File: src/hdl/sps_map.svh
`ifndef SPS_MAP_SVH
`define SPS_MAP_SVH
`define SPS_SEG_BITS 4
`define SPS_NUM_SEG 16
`define SPS_ADDR_BITS 12
`define SPS_SAMP_BITS 16
`define SPS_RATE_BITS 16
`define SPS_GAIN_BITS 8
`define SPS_MARK_BITS 4
`define SPS_LIST_BITS 4
`define SPS_LIST_LEN 16
`define SPS_FIFO_DEPTH 32
`define SPS_FIFO_AW 5
`define SPS_GAIN_UNITY 8'h80
`define SPS_BLANK_SEG 4'hF
`define SPS_PHASE_RST 16'h0000
`endif

File: src/hdl/sps_pkg.sv
`include "sps_map.svh"
package sps_pkg;
   typedef enum logic [1:0] {SPS_CLK_FILE = 2'h0, SPS_CLK_FAST = 2'h1,
                             SPS_CLK_CUSTOM = 2'h2} sps_clk_mode_t;
   typedef struct packed {
      logic [`SPS_SAMP_BITS-1:0] sample;
      logic [`SPS_MARK_BITS-1:0] marker;
      logic segStart;
      logic [`SPS_SEG_BITS-1:0] seg;
   } sps_out_t;
   typedef struct packed {
      logic [`SPS_ADDR_BITS-1:0] base;
      logic [`SPS_ADDR_BITS-1:0] length;
      logic [`SPS_RATE_BITS-1:0] rate;
      logic [`SPS_GAIN_BITS-1:0] gain;
   } sps_seg_desc_t;
endpackage

File: src/hdl/segment_playback_sequencer.sv
`timescale 1ns/100ps
`include "sps_map.svh"
// Operation
// - Internal source: switch only on execute command or selected-segment write.
// - External source: trigger input requests each switch.
// - Writing selected segment switches there, internally, in abrupt mode only.
// - Default order: next higher index, from first.
// - Active play list supplies next segment.
// - Abrupt mode: stop now, next from start.
// - Seamless mode: wait for last sample, gapless.
// - Seamless refused in per-file clock unless all rates equal.
// - Differing rates, per-file clock, abrupt: internal source only.
// - Index selects and orders segments.
// - Per-file clock: segment's own rate.
// - Fastest clock: highest available rate for all.
// - Custom clock: programmed custom rate for all.
// - Keep level: samples output unscaled.
// - Equalize level: scale segments to equal RMS.
// - Marker ignore: suppress stored marker bits.
// - Marker keep: pass stored marker bits.
// - Restart marker off or output 1-4, first segment.
// - Restart marker enabled overrides stored markers.
// - Blank segment: programmable count and rate.
// - Blank segment outputs zero samples.
// - After last segment, wrap to first.
// - Every segment start raises segment-start marker.

// ----------------------------------------------------------------
// Output FIFO
// ----------------------------------------------------------------
module sps_fifo #(
   parameter int WIDTH = 8,
   parameter int DEPTH = 32,
   parameter int AW = 5
) (
   input wire logic clk_sys,
   input wire logic srst,
   input wire logic [WIDTH-1:0] inData,
   input wire logic inValid,
   output logic inReady,
   output logic [WIDTH-1:0] outData,
   output logic outValid,
   input wire logic outReady
);
   logic [WIDTH-1:0] mem [DEPTH];
   logic [AW:0] wrPtr_q;
   logic [AW:0] rdPtr_q;
   logic full;
   logic empty;
   assign full = (wrPtr_q[AW] != rdPtr_q[AW]) && (wrPtr_q[AW-1:0] == rdPtr_q[AW-1:0]);
   assign empty = (wrPtr_q == rdPtr_q);
   assign inReady = !full;
   assign outValid = !empty;
   assign outData = mem[rdPtr_q[AW-1:0]];
   always_ff @(posedge clk_sys)
   begin
      if (inValid && !full)
      begin
         mem[wrPtr_q[AW-1:0]] <= inData;
      end
   end
   always_ff @(posedge clk_sys)
   begin
      if (srst)
      begin
         wrPtr_q <= '0;
         rdPtr_q <= '0;
      end
      else
      begin
         if (inValid && !full)
         begin
            wrPtr_q <= wrPtr_q + 1'b1;
         end
         if (outReady && !empty)
         begin
            rdPtr_q <= rdPtr_q + 1'b1;
         end
      end
   end
endmodule

// ----------------------------------------------------------------
// Sequencer
// ----------------------------------------------------------------
module segment_playback_sequencer (
   input wire logic clk_sys,
   input wire logic srst,
   input wire logic srcExternal,
   input wire logic execSwitch,
   input wire logic [`SPS_SEG_BITS-1:0] selSeg,
   input wire logic selSegWrite,
   input wire logic seamlessReq,
   input wire logic playListEn,
   input wire logic [`SPS_LIST_BITS-1:0] playListLen,
   input wire logic listWrite,
   input wire logic [`SPS_LIST_BITS-1:0] listWrIdx,
   input wire logic [`SPS_SEG_BITS-1:0] listWrSeg,
   input wire logic [`SPS_SEG_BITS-1:0] numSegs,
   input wire logic descWrite,
   input wire logic [`SPS_SEG_BITS-1:0] descWrIdx,
   input wire sps_pkg::sps_seg_desc_t descWrData,
   input wire logic [`SPS_ADDR_BITS-1:0] blankSamples,
   input wire logic [`SPS_RATE_BITS-1:0] blankRate,
   input wire sps_pkg::sps_clk_mode_t clkMode,
   input wire logic [`SPS_RATE_BITS-1:0] customRate,
   input wire logic [`SPS_RATE_BITS-1:0] fastRate,
   input wire logic equalizeLevel,
   input wire logic markerKeep,
   input wire logic [2:0] restartMarkerSel,
   input wire logic extTrigger,
   output logic memRdEn,
   output logic [`SPS_ADDR_BITS-1:0] memRdAddr,
   input wire logic [`SPS_SAMP_BITS-1:0] memRdSample,
   input wire logic [`SPS_MARK_BITS-1:0] memRdMarker,
   output sps_pkg::sps_out_t outData,
   output logic outValid,
   input wire logic outReady,
   output logic [`SPS_SEG_BITS-1:0] currentSeg,
   output logic seamlessActive,
   output logic ratesEqual
);
   sps_pkg::sps_seg_desc_t desc_q [`SPS_NUM_SEG];
   logic [`SPS_SEG_BITS-1:0] playList_q [`SPS_LIST_LEN];
   logic [`SPS_SEG_BITS-1:0] seg_q;
   logic [`SPS_LIST_BITS-1:0] listPos_q;
   logic [`SPS_ADDR_BITS-1:0] sampIdx_q;
   logic [`SPS_RATE_BITS:0] phase_q;
   logic pending_q;
   logic first_q;
   logic started_q;
   logic trigS1_q;
   logic trigS2_q;
   logic trigS3_q;
   logic rdValid_q;
   logic rdStart_q;
   logic rdBlank_q;
   logic rdSeqStart_q;
   logic [`SPS_SEG_BITS-1:0] rdSeg_q;
   logic [`SPS_GAIN_BITS-1:0] rdGain_q;
   logic [`SPS_FIFO_AW:0] fill_q;
   logic room;
   logic [`SPS_RATE_BITS-1:0] rate;
   logic [`SPS_ADDR_BITS-1:0] segLen;
   logic isBlank;
   logic tick;
   logic lastSample;
   logic extEvent;
   logic switchEvent;
   logic doSwitch;
   logic [`SPS_SEG_BITS-1:0] nextSeg;
   logic fifoInReady;
   logic [`SPS_SAMP_BITS-1:0] scaled;
   logic [`SPS_MARK_BITS-1:0] markOut;
   sps_pkg::sps_out_t fifoIn;

   function automatic logic [`SPS_SEG_BITS-1:0] incSeg(input logic [`SPS_SEG_BITS-1:0] s,
                                                        input logic [`SPS_SEG_BITS-1:0] n);
      incSeg = (s + 1'b1 >= n) ? '0 : s + 1'b1;
   endfunction

   // --------------------------------------------------------------
   // Configuration tables
   // --------------------------------------------------------------
   always_ff @(posedge clk_sys)
   begin
      if (descWrite)
      begin
         desc_q[descWrIdx] <= descWrData;
      end
      if (listWrite)
      begin
         playList_q[listWrIdx] <= listWrSeg;
      end
   end

   // Rates are compared across the loaded segments only; the check is combinational.
   always_comb
   begin
      ratesEqual = 1'b1;
      for (int i = 1; i < `SPS_NUM_SEG; i++)
      begin
         if ((i < int'(numSegs)) && (desc_q[i].rate != desc_q[0].rate))
         begin
            ratesEqual = 1'b0;
         end
      end
   end

   // Fixed-rate policies resample offline, so rates are treated as equal.
   assign seamlessActive = seamlessReq &&
      (ratesEqual || clkMode != sps_pkg::SPS_CLK_FILE);

   // --------------------------------------------------------------
   // Switch events
   // --------------------------------------------------------------
   always_ff @(posedge clk_sys)
   begin
      if (srst)
      begin
         trigS1_q <= 1'b0;
         trigS2_q <= 1'b0;
         trigS3_q <= 1'b0;
      end
      else
      begin
         trigS1_q <= extTrigger;
         trigS2_q <= trigS1_q;
         trigS3_q <= trigS2_q;
      end
   end
   assign extEvent = trigS2_q && !trigS3_q;

   always_comb
   begin
      if (srcExternal)
      begin
         // Differing per-file rates leave only internal switching in abrupt mode.
         switchEvent = extEvent &&
            !(clkMode == sps_pkg::SPS_CLK_FILE && !ratesEqual && !seamlessActive);
      end
      else
      begin
         switchEvent = execSwitch || selSegWrite;
      end
   end

   always_comb
   begin
      if (!srcExternal && selSegWrite)
      begin
         nextSeg = selSeg;
      end
      else if (playListEn)
      begin
         nextSeg = playList_q[incSeg(listPos_q, playListLen)];
      end
      else
      begin
         nextSeg = incSeg(seg_q, numSegs);
      end
   end

   // --------------------------------------------------------------
   // Playback rate and position
   // --------------------------------------------------------------
   assign isBlank = (seg_q == `SPS_BLANK_SEG);
   always_comb
   begin
      unique case (clkMode)
         sps_pkg::SPS_CLK_FAST: rate = fastRate;
         sps_pkg::SPS_CLK_CUSTOM: rate = customRate;
         default: rate = isBlank ? blankRate : desc_q[seg_q].rate;
      endcase
   end
   assign segLen = isBlank ? blankSamples : desc_q[seg_q].length;

   // Rate is a fraction of clk_sys in 1/65536 steps; overflow of the accumulator ticks.
   // The word of a tick reaches the FIFO one cycle later, so the word in flight counts too.
   assign room = (fill_q + {5'h0, rdValid_q}) < 6'(`SPS_FIFO_DEPTH);
   assign tick = phase_q[`SPS_RATE_BITS] && room;
   assign lastSample = (sampIdx_q + 1'b1 >= segLen);
   assign doSwitch = seamlessActive ? ((pending_q || switchEvent) && tick && lastSample)
                                    : switchEvent;

   always_ff @(posedge clk_sys)
   begin
      if (srst)
      begin
         phase_q <= '0;
      end
      else if (!phase_q[`SPS_RATE_BITS] || room)
      begin
         phase_q <= {1'b0, phase_q[`SPS_RATE_BITS-1:0]} + {1'b0, rate};
      end
   end

   always_ff @(posedge clk_sys)
   begin
      if (srst)
      begin
         fill_q <= '0;
      end
      else
      begin
         fill_q <= fill_q + {5'h0, rdValid_q && fifoInReady} - {5'h0, outValid && outReady};
      end
   end

   always_ff @(posedge clk_sys)
   begin
      if (srst)
      begin
         pending_q <= 1'b0;
      end
      else if (doSwitch || !seamlessActive)
      begin
         // A request left over from seamless mode must not fire later on its own.
         pending_q <= 1'b0;
      end
      else if (seamlessActive && switchEvent)
      begin
         pending_q <= 1'b1;
      end
   end

   always_ff @(posedge clk_sys)
   begin
      if (srst)
      begin
         seg_q <= '0;
         listPos_q <= '0;
         sampIdx_q <= '0;
         started_q <= 1'b1;
         first_q <= 1'b1;
      end
      else
      begin
         if (doSwitch)
         begin
            seg_q <= nextSeg;
            sampIdx_q <= '0;
            started_q <= 1'b1;
            first_q <= (nextSeg == '0);
            if (playListEn && !selSegWrite)
            begin
               listPos_q <= incSeg(listPos_q, playListLen);
            end
         end
         else if (tick)
         begin
            started_q <= 1'b0;
            if (lastSample)
            begin
               sampIdx_q <= '0;
               started_q <= 1'b1;
               first_q <= (seg_q == '0);
            end
            else
            begin
               sampIdx_q <= sampIdx_q + 1'b1;
            end
         end
      end
   end

   // --------------------------------------------------------------
   // Memory read and sample shaping
   // --------------------------------------------------------------
   assign memRdEn = tick && !isBlank;
   assign memRdAddr = desc_q[seg_q].base + sampIdx_q;

   always_ff @(posedge clk_sys)
   begin
      if (srst)
      begin
         rdValid_q <= 1'b0;
         rdStart_q <= 1'b0;
         rdBlank_q <= 1'b0;
         rdSeqStart_q <= 1'b0;
         rdSeg_q <= '0;
         rdGain_q <= `SPS_GAIN_UNITY;
      end
      else
      begin
         rdValid_q <= tick;
         rdStart_q <= started_q;
         rdBlank_q <= isBlank;
         rdSeqStart_q <= started_q && first_q;
         rdSeg_q <= seg_q;
         rdGain_q <= equalizeLevel ? desc_q[seg_q].gain : `SPS_GAIN_UNITY;
      end
   end

   // Gain is Q1.7; the product is truncated, trading a little precision for one multiplier.
   always_comb
   begin
      logic [`SPS_SAMP_BITS+`SPS_GAIN_BITS-1:0] prod;
      prod = '0;
      prod = memRdSample * rdGain_q;
      scaled = rdBlank_q ? '0 : prod[`SPS_SAMP_BITS+`SPS_GAIN_BITS-2 -: `SPS_SAMP_BITS];
   end

   always_comb
   begin
      markOut = (markerKeep && !rdBlank_q) ? memRdMarker : '0;
      if (restartMarkerSel != 3'h0)
      begin
         markOut = '0;
         if (restartMarkerSel <= 3'h4)
         begin
            markOut[restartMarkerSel[1:0] - 2'h1] = rdSeqStart_q;
         end
      end
   end

   assign fifoIn.sample = scaled;
   assign fifoIn.marker = markOut;
   assign fifoIn.segStart = rdStart_q;
   assign fifoIn.seg = rdSeg_q;
   assign currentSeg = seg_q;

   sps_fifo #(
      .WIDTH($bits(sps_pkg::sps_out_t)),
      .DEPTH(`SPS_FIFO_DEPTH),
      .AW(`SPS_FIFO_AW)
   ) u_fifo (
      .clk_sys(clk_sys),
      .srst(srst),
      .inData(fifoIn),
      .inValid(rdValid_q),
      .inReady(fifoInReady),
      .outData(outData),
      .outValid(outValid),
      .outReady(outReady)
   );
endmodule

File: config.mk
export PLATFORM = sky130hd
export DESIGN_NAME = segment_playback_sequencer
export DESIGN_NICKNAME = d
export VERILOG_FILES = /design/src/hdl/sps_pkg.sv /design/src/hdl/segment_playback_sequencer.sv
export VERILOG_INCLUDE_DIRS = /design/src /design/src/hdl
export SDC_FILE = /design/constraint.sdc
export NUM_CORES = 2
export LEC_CHECK = 0
export BUFFER_PORTS_ARGS = -buffer_cell sky130_fd_sc_hd__buf_2
export CAP_MARGIN = 20
export CORE_ASPECT_RATIO = 0.7
export CORE_MARGIN = 1.5
export CORE_UTILIZATION = 40
export CTS_CLUSTER_DIAMETER = 150
export CTS_CLUSTER_SIZE = 28
export DETAILED_ROUTE_END_ITERATION = 8
export GPL_TIMING_DRIVEN = 0
export REMOVE_ABC_BUFFERS = 1
export SKIP_LAST_GASP = 1
export SYNTH_ARGS = -nofsm -noshare
export SYNTH_HDL_FRONTEND = slang
export SYNTH_SLANG_ARGS = --single-unit
File: constraint.sdc
create_clock -name clk_sys -period 5.8 [get_ports clk_sys]
set_clock_uncertainty 0.2 [all_clocks]
set_input_delay 0.87 -clock clk_sys [delete_from_list [all_inputs] [get_ports clk_sys]]
set_output_delay 0.87 -clock clk_sys [all_outputs]
set_load 0.005 [all_outputs]
==> metrics.yaml <==
setup_path:
  startpoint: "rdGain_q[2]"
  critPathMaxStageDelay_ps: 550
  worst-r2r-setup-slack_ps: 140
  endpoint: "u_fifo.mem[14][23]"
  critical_path_required_ps: 6070
  worstReg2RegEnd: "u_fifo.mem[14][23]"
  critPathCaptureType: "register"
  arrival_ps: 5930
  cp_slowest_cell: "or4_4"
  crit_chain: "and2_1 -> fa_1 -> inv_1 -> fa_1 -> fa_1 -> fa_1 -> inv_1 -> ha_1 -> or4_4 -> a211oi_4 -> o31ai_4 -> a41oi_2 -> o2111ai_4 -> a21oi_4 -> xor2_4 -> nor2_4 -> buf_8"
  criticalPathCategory: "register to register"
  cp_max_fo: 27
  rr_startpoint: "rdGain_q[2]"
  crit_top_cell: "fa_1"
  crit_path_start_kind: "register"
  reg2regPathDepth: 17
synthesis:
  synth_cell_type_count: 75
  synthTopCellsByCount: "edfxtp_1, mux4_2, xnor2_1"
  syn_avg_cell_area_sq_um: 18.83
  synth.most_common_cell: "edfxtp_1"
  synth.area.top_cells: "edfxtp_1, mux4_2, dfxtp_1"
  synth_seq_area_share_pct: 68.40
  ys_seq_elements: 1718
  synthesis.instances: 3938
  ys_async_sr_fraction_pct: 0
  yosys_warnings: 0
  synth_edf_count: 1632
  syn_area_sq_mm: 0.07417
  ys.flop_type: "edfxtp_1"
  synth_top_area_share_pct: 66.07
  yosysTopAreaCell: "edfxtp_1"
placement:
  dp_hpwl_um: 128000
  place_area_sq_mm: 0.08029
  pre_cts_ws_ps: -1401
  routabilityCongestion: 0.9041
  port_buffers: 214
worst_hold_path:
  min_from: "trigS1_q"
  hold_path.class: "register to register"
floorplanning:
  die_h_um: 363.3
  initial_core_util_pct: 40.17
  die_w_um: 517.7
  core_area_sq_mm: 0.1846
  ios: 215
  rows: 132
  design.die.area_sq_mm: 0.1881
detailed_routing:
  detail-route-antenna-nets: 0
  drt_iter0_markers: 4523
  vias: 38250
  post_drt_wl_per_cell_um: 29.22
  drc_errors: 0
  firstDrtPassIters: 5
  viasPerCell: 5.683
  routed_wl_um: 196600
sta:
  max_freq_mhz: 176.8
  worst_pin_slew_ps: 1034
  setup_violations: 0
  fin_ws_ps: 144.6
  finalCritPeriodShare_pct: 97.51
  hold_violations: 0
  hold_slack_ps: 257.1
  grt_setup_unrepaired: "true"
  final_max_slew_viol_count: 0
  min_period_ps: 5655
  relSlewSlack_pct: 31.08
finish:
  drive_gt1_share_pct: 25.87
  fillerInstances: 15770
  post-route-util_pct: 45.03
  fin_area_sq_mm: 0.08315
  fin_nets: 4556
  area_delta_synth_final_pct: 12.10
global_routing:
  grt_pass1_vias: 38640
  grt_antenna_before_repair: 21
  grt_pass1_wl_um: 282300
  grt_max_degree: 62
  grt_use_met1_pct: 30.82
  grt_overflow: 0
  grtUsageMet2_pct: 31.89
  grt_busiest_layer: "met2"
  grt_use_total_pct: 20.82
  use_met3_pct: 3.781
clocking:
  cts_tree: "built"
  cts_num_sinks: 1718
  cts_root_buf: "clkbuf_16"
  clk_transition_reported_paths_ps: 110
  clock_path_buffers: 3
  cts_max_level: 3
  insertion_delay_ps: 750
  cts_made_buffers: 72
power:
  clockPowerShare_pct: 24.5
  p_sw_mw: 6.699
  p_sw_share_pct: 26.13
  comb_power_share_pct: 17.5
  p_leak_nw: 26.07
  vdd_drop_max_uv: 205.9
  power_density_mw_per_mm2: 308.4
  seqPwrFrac_pct: 58.0
  p_total_mw: 25.64
  internal_power_mw: 18.94
run:
  max_cap_viol_count: 0
status:
  status: "finished, final reports clean"
## power groups by stage
stage,Clock [mW],Combinational (mW),Sequential [mW]
6_report,6.28,4.49,14.9
5_1_grt,6.85,4.90,14.9
4_1_cts,6.46,4.39,14.9
3_5_place_dp,0,4.24,15.2
3_3_place_gp,0,4.04,15.5
2_1_floorplan,0,2.73,15.3
## per-stage QoR
step / TNS [ps] / cells
CTS: 0 / 6706
detailed placement: -278530 / 6567
global placement: -3350800 / 6440
global route: -1466 / 6726
finish: 0 / 6730
floorplan: -556070 / 3747
## flip-flops by register name (all words and copies together), names as in the netlist, named ones only
signal and count:
u_fifo.rdPtr_q 6, listPos_q 4, playList_q 64, phase_q 17, fill_q 6, rdSeg_q 4, first_q 1, rdValid_q 1
rdBlank_q 1, trigS1_q 1, rdGain_q 8, started_q 1, trigS3_q 1, rdStart_q 1, sampIdx_q 12, trigS2_q 1
u_fifo.mem 800, pending_q 1, u_fifo.wrPtr_q 6, desc_q 768, rdSeqStart_q 1, currentSeg 4
## worst min-delay path by stage
stage / end / slack, ps / cells after the start
final: trigS2_q / 260 / 1
after global routing: trigS1_q / 220 / 2
after CTS: trigS1_q / 210 / 2
after detailed placement: phase_q[11] / 250 / 2
after global placement: trigS2_q / 220 / 1
after floorplan: trigS2_q / 210 / 1
## per-layer routing
| metal | wire (um) | part of all wire [%] | up-vias |
|---|---|---|---|
| met4 | 4466 | 2.3 | 2 |
| met1 | 86720 | 44 | 20430 |
| met3 | 15830 | 8.1 | 208 |
| met2 | 89580 | 46 | 1484 |
| met5 | 18 | 0.0092 | - |
| li1 | - | - | 16120 |
## area by class of cell
type	count	area (sq um)	share of cell area, %
flip-flops and latches	1718	50780	61.08
multi-input cells	1890	22540	27.10
repair buffers	373	4046	4.867
well taps	2479	3102	3.730
clock buffers	109	1941	2.334
inverters	140	525.5	0.6320
clock inverters	10	185.2	0.2227
diodes	11	27.53	0.03311
## placed cells by master (no fill, tap or decap), types with 48 or more instances in the layout
cell	count
edfxtp_1	1632
mux4_2	490
buf_2	213
xnor2_1	175
nand2_1	145
inv_1	139
xor2_1	109
nor2_1	105
ha_1	105
fa_1	83
a21oi_1	79
clkbuf_16	76
dfxtp_1	70
and2_1	65
buf_12	51
nor2_4	48
## kinds of logic (layout without fill, tap and decap cells)
group / Yosys count / after routing / synth area share [%]
AOI/OAI and AO/OA: 272 / 272 / 2.424
xor gates and xnor gates: 292 / 292 / 3.478
adders and majority gates: 191 / 191 / 4.082
buffers and inverters: 331 / 632 / 2.031
DFF: 1718 / 1718 / 68.40
muxes: 542 / 542 / 15.66
other: 0 / 11 / 0
and+or+nand+nor: 592 / 593 / 3.931
## worst max-delay path, delay by kind of cell, from the launching register on
kind            cells  cell delay [ps]
flops               1              380
simple gates        3              810
compound gates      5             1150
xor+xnor            1              340
buf+inv             3              270
fa+ha+maj           5             2230
## what timing repair did
item / in CTS / in global routing
gates resized for setup: 38 / 18
hold buffers: 0 / 0
gates cloned: 3 / 2
hold endpoints to repair: 0 / 0
pin swaps: 10 / 15
endpoints found under the setup margin: 285 / 216
buffers inserted: 17 / 5
Note: power is estimated with default switching activity, not from simulation.
